<file path="config.mk">
export PLATFORM = sky130hd
export DESIGN_NAME = nvm_ctrl
export DESIGN_NICKNAME = d
export VERILOG_FILES = /design/src/include/nvm_pkg.sv /design/src/hdl/nvm_ctrl.sv /design/src/hdl/nvm_array.sv
export SDC_FILE = /design/constraint.sdc
export NUM_CORES = 2
export LEC_CHECK = 0
export BUFFER_PORTS_ARGS = -buffer_cell sky130_fd_sc_hd__buf_2
export CORE_ASPECT_RATIO = 1.25
export CORE_MARGIN = 3
export CORE_UTILIZATION = 45
export DETAILED_ROUTE_END_ITERATION = 7
export PLACE_DENSITY = 0.69
export REMOVE_ABC_BUFFERS = 1
export SLEW_MARGIN = 20
export SYNTH_ARGS = -nofsm -noshare
export SYNTH_HDL_FRONTEND = slang
export SYNTH_SLANG_ARGS = --single-unit
</file>
<file path="constraint.sdc">
create_clock -name clk -period 3.9 [get_ports clk]
set_clock_uncertainty 0.1 [all_clocks]
set_input_delay 0.39 -clock clk [delete_from_list [all_inputs] [get_ports clk]]
set_output_delay 0.39 -clock clk [all_outputs]
set_load 0.01 [all_outputs]
</file>
<file path="src/include/nvm_pkg.sv">
package nvm_pkg;
   // Register select codes on the special function register port.
   localparam logic [1:0] NVM_SEL_CONTROL = 2'h0;
   localparam logic [1:0] NVM_SEL_UNLOCK = 2'h1;
   localparam logic [1:0] NVM_SEL_DATA = 2'h2;
   localparam logic [1:0] NVM_SEL_POINTER = 2'h3;
   // Control register field positions.
   localparam int NVM_BIT_RD = 0;
   localparam int NVM_BIT_WR = 1;
   localparam int NVM_BIT_ARM = 2;
   localparam int NVM_BIT_ABORT = 3;
   localparam int NVM_BIT_ROW_ERASE = 4;
   localparam int NVM_BIT_CFG = 6;
   localparam int NVM_BIT_CODE = 7;
   // Unlock key bytes.
   localparam logic [7:0] NVM_KEY_FIRST = 8'h55;
   localparam logic [7:0] NVM_KEY_SECOND = 8'haa;
   // Array geometry.
   localparam int NVM_DEPTH = 256;
   localparam int NVM_AW = 8;
   // Clock and timing figures.
   localparam int NVM_CLK_MHZ = 250;
   localparam int NVM_PWRT_MS = 72;
   localparam int NVM_PWRT_CYCLES = NVM_PWRT_MS * NVM_CLK_MHZ * 1000;
   localparam int NVM_ERASE_CYCLES_DEF = 1000;
   localparam int NVM_PROGRAM_CYCLES_DEF = 1000;
   // Write sequencer states.
   typedef enum logic [2:0]
   {
      NVM_ST_IDLE = 3'b001,
      NVM_ST_ERASE = 3'b010,
      NVM_ST_PROGRAM = 3'b100
   } nvm_state_e;
   // Unlock tracker states.
   typedef enum logic [2:0]
   {
      NVM_UL_NONE = 3'b001,
      NVM_UL_FIRST = 3'b010,
      NVM_UL_OPEN = 3'b100
   } nvm_unlock_e;
endpackage

</file>
<file path="src/hdl/nvm_ctrl.sv">
`timescale 1ns/10ps
// Operation
// - 256-byte array, 8-bit pointer 00h-FFh.
// - Data-space writes erase then program, self-timed.
// - Unlock port stores nothing, reads zero.
// - Read/write triggers set-only, hardware clears.
// - Write needs 55h, AAh, then trigger.
// - Write trigger refused unless arm set.
// - Clearing arm mid-write does not abort.
// - Completing a write never clears arm; pin/watchdog reset does.
// - Finish clears trigger, sets sticky done flag unless it is already set and cleared that cycle.
// - Pin/watchdog reset mid-write sets abort flag.
// - Abort keeps code-space and row-erase bits.
// - Aborting reset zeroes data and pointer.
// - Data read loads latch next cycle.
// - Read trigger blocked when code-space set.
// - Latch holds until next read or write.
// - Bits 7/6 select flash or config space.
// - Row-erase bit erases row, hardware clears.
// - Arm cleared at power-up; timer blocks writes.
module nvm_ctrl #(
   parameter int PWRT_CYCLES = nvm_pkg::NVM_PWRT_CYCLES,
   parameter int ERASE_CYCLES = nvm_pkg::NVM_ERASE_CYCLES_DEF,
   parameter int PROGRAM_CYCLES = nvm_pkg::NVM_PROGRAM_CYCLES_DEF
)
(
   // Clock and resets.
   input wire logic clk,
   input wire logic nrst,
   input wire logic por,
   input wire logic external_reset_pin,
   input wire logic watchdog_timeout,
   // Register port from the core.
   input wire logic [1:0] reg_sel,
   input wire logic reg_wr,
   input wire logic reg_rd,
   input wire logic [7:0] reg_wdata,
   output logic [7:0] reg_rdata,
   // Done flag and its software clear.
   input wire logic done_clear,
   output logic nvm_done_flag,
   // Hand-off to the program-memory sequencer.
   output logic pm_read_req,
   output logic pm_write_req,
   output logic [1:0] pm_space,
   output logic pm_row_erase,
   input wire logic pm_done,
   output logic busy
);
   import nvm_pkg::*;

   typedef struct packed {
      logic [7:0] ptr;
      logic [7:0] data;
      logic code_sel;
      logic cfg_sel;
      logic row_erase;
      logic abort;
      logic arm;
      logic wr;
      logic rd;
      logic done;
      nvm_state_e st;
      nvm_unlock_e ul;
      logic [31:0] tmr;
      logic [31:0] pwrt;
      logic pm_busy;
      logic pm_rreq;
      logic pm_wreq;
      logic [7:0] rdata;
      logic mem_we;
   } nvm_state_s;

   nvm_state_s r;
   nvm_state_s next_r;
   logic [7:0] arr_rdata;
   logic ext_meta;
   logic ext_sync;
   logic wdt_meta;
   logic wdt_sync;
   logic abort_reset;
   logic data_space;

   ////////////////////////////////////////////////////////////////////////////
   // Reset request pins come from outside; two flops before use.
   // The two flops add two cycles of latency before a running write is cut.
   always_ff @(posedge clk)
   begin
      if (!nrst)
      begin
         ext_meta <= 1'b0;
         ext_sync <= 1'b0;
         wdt_meta <= 1'b0;
         wdt_sync <= 1'b0;
      end
      else
      begin
         ext_meta <= external_reset_pin;
         ext_sync <= ext_meta;
         wdt_meta <= watchdog_timeout;
         wdt_sync <= wdt_meta;
      end
   end

   assign abort_reset = ext_sync | wdt_sync;
   assign data_space = !r.code_sel && !r.cfg_sel;

   // The array keeps its contents through every reset of this block.
   nvm_array u_array
   (
      .clk(clk),
      .we(r.mem_we),
      .waddr(r.ptr),
      .wdata(r.data),
      .raddr(r.ptr),
      .rdata(arr_rdata)
   );

   ////////////////////////////////////////////////////////////////////////////
   // Next-state logic: register writes, unlock tracking, write sequencer.
   always_comb
   begin
      logic busy_now;
      logic set_wr;
      logic set_rd;
      busy_now = 1'b0;
      set_wr = 1'b0;
      set_rd = 1'b0;
      next_r = r;
      next_r.mem_we = 1'b0;
      next_r.pm_rreq = 1'b0;
      next_r.pm_wreq = 1'b0;
      busy_now = (r.st != NVM_ST_IDLE) || r.pm_busy;
      if (r.pwrt != 32'h0)
      begin
         next_r.pwrt = r.pwrt - 32'h1;
      end

      // Register writes from the core.
      if (reg_wr)
      begin
         unique case (reg_sel)
            NVM_SEL_POINTER:
            begin
               next_r.ptr = reg_wdata;
            end
            NVM_SEL_DATA:
            begin
               next_r.data = reg_wdata;
            end
            NVM_SEL_UNLOCK:
            begin
               // Only an exact 55h then AAh pair opens the gate.
               if (reg_wdata == NVM_KEY_FIRST)
               begin
                  next_r.ul = NVM_UL_FIRST;
               end
               else if (reg_wdata == NVM_KEY_SECOND && r.ul == NVM_UL_FIRST)
               begin
                  next_r.ul = NVM_UL_OPEN;
               end
               else
               begin
                  next_r.ul = NVM_UL_NONE;
               end
            end
            NVM_SEL_CONTROL:
            begin
               next_r.code_sel = reg_wdata[NVM_BIT_CODE];
               next_r.cfg_sel = reg_wdata[NVM_BIT_CFG];
               next_r.row_erase = reg_wdata[NVM_BIT_ROW_ERASE];
               next_r.abort = reg_wdata[NVM_BIT_ABORT];
               next_r.arm = reg_wdata[NVM_BIT_ARM];
               // Write trigger needs arm already set before this write.
               set_wr = reg_wdata[NVM_BIT_WR] && r.arm && !r.wr && r.ul == NVM_UL_OPEN;
               // The code bit in this same write counts, so one write cannot select code space and read.
               set_rd = reg_wdata[NVM_BIT_RD] && !reg_wdata[NVM_BIT_CODE] && !r.rd && !busy_now;
               next_r.ul = NVM_UL_NONE;
            end
            default:
            begin
               next_r.ul = r.ul;
            end
         endcase
      end

      // A read in the data space completes in the following cycle.
      if (r.rd)
      begin
         next_r.rd = 1'b0;
         if (data_space)
         begin
            next_r.data = arr_rdata;
         end
      end
      if (set_rd)
      begin
         next_r.rd = 1'b1;
         if (next_r.code_sel || next_r.cfg_sel)
         begin
            next_r.pm_rreq = 1'b1;
         end
      end

      // Start a write; power-up timer blocks it outright.
      if (set_wr && r.pwrt == 32'h0)
      begin
         next_r.wr = 1'b1;
         next_r.tmr = 32'h0;
         if (!next_r.code_sel && !next_r.cfg_sel)
         begin
            next_r.st = NVM_ST_ERASE;
         end
         else
         begin
            next_r.pm_busy = 1'b1;
            next_r.pm_wreq = 1'b1;
         end
      end

      // Self-timed sequencer; arm is not consulted once started.
      // Limitation: erase and program times are fixed counts and do not track supply or temperature.
      unique case (r.st)
         NVM_ST_IDLE:
         begin
            next_r.tmr = (set_wr) ? 32'h0 : r.tmr;
         end
         NVM_ST_ERASE:
         begin
            if (r.tmr == 32'(ERASE_CYCLES - 1))
            begin
               next_r.tmr = 32'h0;
               next_r.st = NVM_ST_PROGRAM;
            end
            else
            begin
               next_r.tmr = r.tmr + 32'h1;
            end
         end
         NVM_ST_PROGRAM:
         begin
            if (r.tmr == 32'(PROGRAM_CYCLES - 1))
            begin
               next_r.mem_we = 1'b1;
               next_r.st = NVM_ST_IDLE;
               next_r.wr = 1'b0;
               next_r.done = 1'b1;
            end
            else
            begin
               next_r.tmr = r.tmr + 32'h1;
            end
         end
      endcase

      // Program-memory sequencer reports completion.
      if (r.pm_busy && pm_done)
      begin
         next_r.pm_busy = 1'b0;
         next_r.wr = 1'b0;
         next_r.row_erase = 1'b0;
         next_r.done = 1'b1;
      end

      // Software clear loses to a completion in the same cycle only while done is still clear; if done is already set, the clear wins.
      if (done_clear && !(next_r.done && !r.done))
      begin
         next_r.done = 1'b0;
      end

      // Read-back mux; the unlock port has no storage.
      unique case (reg_sel)
         NVM_SEL_POINTER: next_r.rdata = r.ptr;
         NVM_SEL_DATA: next_r.rdata = r.data;
         NVM_SEL_UNLOCK: next_r.rdata = 8'h00;
         NVM_SEL_CONTROL: next_r.rdata = {r.code_sel, r.cfg_sel, 1'b0, r.row_erase,
                                          r.abort, r.arm, r.wr, r.rd};
      endcase
      if (!reg_rd)
      begin
         next_r.rdata = r.rdata;
      end

      // Pin or watchdog reset: abort any running write.
      if (abort_reset)
      begin
         next_r.abort = next_r.abort | ((r.st != NVM_ST_IDLE) || r.pm_busy);
         next_r.ptr = 8'h00;
         next_r.data = 8'h00;
         next_r.st = NVM_ST_IDLE;
         next_r.mem_we = 1'b0;
         next_r.wr = 1'b0;
         next_r.rd = 1'b0;
         next_r.pm_busy = 1'b0;
         next_r.pm_rreq = 1'b0;
         next_r.pm_wreq = 1'b0;
         next_r.ul = NVM_UL_NONE;
         next_r.arm = 1'b0;
         next_r.tmr = 32'h0;
         next_r.code_sel = r.code_sel;
         next_r.row_erase = r.row_erase;
         // A cut write must never report completion, even in its last cycle.
         if (!r.done)
         begin
            next_r.done = 1'b0;
         end
      end
   end

   ////////////////////////////////////////////////////////////////////////////
   // State register. Power-on clears arm and restarts the power-up timer.
   // The array itself is not touched here, so its contents survive every reset.
   always_ff @(posedge clk)
   begin
      if (!nrst || por)
      begin
         r <= '0;
         r.arm <= 1'b0;
         r.st <= NVM_ST_IDLE;
         r.ul <= NVM_UL_NONE;
         r.pwrt <= 32'(PWRT_CYCLES);
      end
      else
      begin
         r <= next_r;
      end
   end

   ////////////////////////////////////////////////////////////////////////////
   // Outputs straight from the state register.
   // Busy mirrors the write trigger, so software and the sequencer watch one bit.
   assign reg_rdata = r.rdata;
   assign nvm_done_flag = r.done;
   assign pm_read_req = r.pm_rreq;
   assign pm_write_req = r.pm_wreq;
   assign pm_space = {r.code_sel, r.cfg_sel};
   assign pm_row_erase = r.row_erase;
   assign busy = r.wr;
endmodule // nvm_ctrl

</file>
<file path="src/hdl/nvm_array.sv">
`timescale 1ns/10ps
// Byte array with one write port and a combinational read port.
module nvm_array
(
   // Clock.
   input wire logic clk,
   // Write side.
   input wire logic we,
   input wire logic [nvm_pkg::NVM_AW-1:0] waddr,
   input wire logic [7:0] wdata,
   // Read side.
   input wire logic [nvm_pkg::NVM_AW-1:0] raddr,
   output logic [7:0] rdata
);
   import nvm_pkg::*;

   logic [7:0] mem [NVM_DEPTH];

   ////////////////////////////////////////////////////////////////////////////
   // Contents persist across reset, as a nonvolatile array must.
   always_ff @(posedge clk)
   begin
      if (we)
      begin
         mem[waddr] <= wdata;
      end
   end

   assign rdata = mem[raddr];
endmodule // nvm_array

</file>
==> metrics.csv <==
metric,value,unit
Worst setup SP type,register,
Area Growth Syn to Fin,12.8,%
GRT overflow,0,
ANT nets after route,0,
core area,187000,sq um
Synth Area in Compound Gates,0.0402,
post-DP HPWL,141000,um
Post-Synth XOR/XNOR Area,0.00485,
final number of hold-violating endpoints,0,
Starting Density,0.454,
count of cell types in the netlist,70,
synthesized instance count,4560,
largest family of logic cells by synthesized area,multiplexers,
CTS resizes,0,
clock-pin slew on the worst setup and hold paths,60,ps
Metal-1 WL,81100,um
First DRT Iteration DRCs,5689,
RSZ-0062 raised after global routing,false,
CTS root buffer,clkbuf_16,
final layout net count,4813,
Synth Cell Area,84800,sq um
first-pass GRT wire length,317000,um
largest net degree at the start of global routing,197,
die footprint,194000,sq um
status,finished with violations,
period utilization,0.960,
vias in the first global route,44968,
failing checks,design-rule violations,
post-layout util,0.512,
clk_lat worst skew,830,ps
syn avg cell area,18.6,sq um
TritonCTS buffer count,195,
initial antenna violation count,3,
routed wire length,219000,um
placed cells,7078,
Sink Count,2166,
per-cell routed wire length,29.3,um
pre-CTS setup slack,171,ps
post-synthesis sequential area ratio,0.753,
LEAKAGE,27.8,nW
CTS tree,built,
Max-cap violations,0,
I/O pin cnt,34,
vias per std cell,6.05,
Tmin final,3740,ps
number of synthesized flops with an enable pin,2048,
DR WL met3,17900,um
critical path required time,4500,ps
fraction of layout cells with a size suffix above 1,0.192,
Hold Crit Class,input port to register,
uppermost routed layer,met5,
Multi-input gate area,19600,sq um
Die Span X,394,um
top_reg_cell synth,edfxtp_1,
postcts setup bufs,0,
Detail Route met2 WL,107000,um
RD Place Congestion,0.930,
htree depth,4,
I/O Buffers,33,
Post-Synth Adder-Cell Area,0.000295,
CP max FO,29,
Final WS setup,156,ps
fmax,267,MHz
"commonest non-fill, non-tap cell in the layout",edfxtp_1,
"Warnings, synthesis",0,
filler instances,14673,
ys async rst share,0,
kind of critical path,register to register,
Initial DRT Pass Iterations,8,
Relative slew margins,0.275,
Vert. Die Dim,491,um
Worst EP arrival,4350,ps
Crit. End Element,register,
# rows,177,
Setup-failing EPs final,0,
Cell Pwr Density,464,nW/um^2
"commonest cells after routing, fill and taps aside","edfxtp_1, mux2i_1, nor2_1",
Synth Area in Simple Gates,0.0447,
Post-Layout Cell Count,7462,
GR Util All Layers,0.224,
mux cell area share after synthesis,0.141,
Max Slew Vio Count,0,
Max IR drop VDD,384,uV
clk buf depth,3,
Yosys reg bits,2166,
Register Area,63900,sq um
post-route DRC violation count,25,
worst-margin pin slew,1080,ps
via count,45155,
[synthesized netlist by cell type (all sizes together), types with 16 or more instances]
master / number / area share
mux2i: 433 / 0.051
nor2: 355 / 0.016
nand4: 66 / 0.0049
clkbuf: 117 / 0.0052
xor2: 17 / 0.0018
nand3: 73 / 0.0043
or3: 24 / 0.0018
o22ai: 39 / 0.0029
nor4: 21 / 0.0019
buf: 160 / 0.010
nor3: 32 / 0.0019
mux4: 331 / 0.088
nand2b: 16 / 0.0012
nor2b: 33 / 0.0024
nand2: 117 / 0.0052
a21oi: 85 / 0.0050
o21ai: 37 / 0.0022
a22oi: 184 / 0.016
a211oi: 31 / 0.0027
xnor2: 30 / 0.0031
dfxtp: 118 / 0.028
edfxtp: 2048 / 0.73
[through the flow]
stage                     hold WS (ps)  total power [W]  instance area (sq um)  setup TNS, ps
after floorplan                    312           0.0262                  83500       -1123210
after global placement             325           0.0262                  89300              0
after detailed placement           340           0.0262                  89300              0
after CTS                          234           0.0446                  95600              0
after global routing               307           0.0456                  95600              0
final                              309           0.0444                  95700              0
[area by class of cell]
type / instances / share of cell area
multi-input cells: 2106 / 0.205
clock inverters: 104 / 0.0100
repair buffers: 312 / 0.0289
diodes: 6 / 0.000157
well taps: 2506 / 0.0328
clock buffers: 251 / 0.0543
inverters: 11 / 0.000432
flip-flops and latches: 2166 / 0.668
[routing by layer]
layer / vias to the layer above / global-route usage
met2: 2280 / 0.367
met1: 23398 / 0.287
met3: 504 / 0.0414
li1: 18971 / -
met4: 2 / 0.112
met5: - / 0
[power by group]
part / total, W / leakage (nW) / switching, W / internal, W
Sequential: 0.0252 / 18.9 / 0.0000444 / 0.0251
Combinational: 0.000593 / 5.98 / 0.000385 / 0.000207
Clock: 0.0186 / 3.00 / 0.00838 / 0.0102
[path summary, 6_finish.rpt]
kind | start | to | slack [ps] | cells past startpoint
max reg2reg | register | r[97] | 160 | 9
min reg2reg | wdt_meta | wdt_sync | 360 | 1
max | register | r[97] | 160 | 9
min | nrst | ext_sync | 310 | 3
[timing repair]
item | CTS | global route
endpoints found under the setup margin | 0 | 0
endpoints found under the hold margin | 50 | 0
hold buffers | 23 | 0
[flip-flops by register name, indices dropped and copies added (netlist names), named ones only]
name	flops
reg_rdata	8
pm_row_erase	1
ext_meta	1
busy	1
pm_space	2
u_array.mem	2048
wdt_meta	1
wdt_sync	1
pm_read_req	1
ext_sync	1
pm_write_req	1
nvm_done_flag	1
r	91
[logic make-up (layout without fill, tap and decap cells)]
| kind of cell | count (synthesis) | in the layout |
|---|---|---|
| flops | 2166 | 2166 |
| compound gates | 486 | 486 |
| mux | 776 | 776 |
| simple gates | 795 | 795 |
| other cells | 0 | 6 |
| buf+inv | 288 | 678 |
| fa+ha+maj | 2 | 2 |
| xor+xnor | 47 | 47 |
[worst max-delay path, stage by stage (launching register included)]
cell and delay (ps):
dfxtp_4 770, buf_12 310, buf_12 280, mux4_2 540, a22oi_1 230, nand2_1 140, a32oi_1 590, nand3_1 240
a21o_1 240, o2bb2ai_1 120
Note: power is estimated with default switching activity, not from simulation.
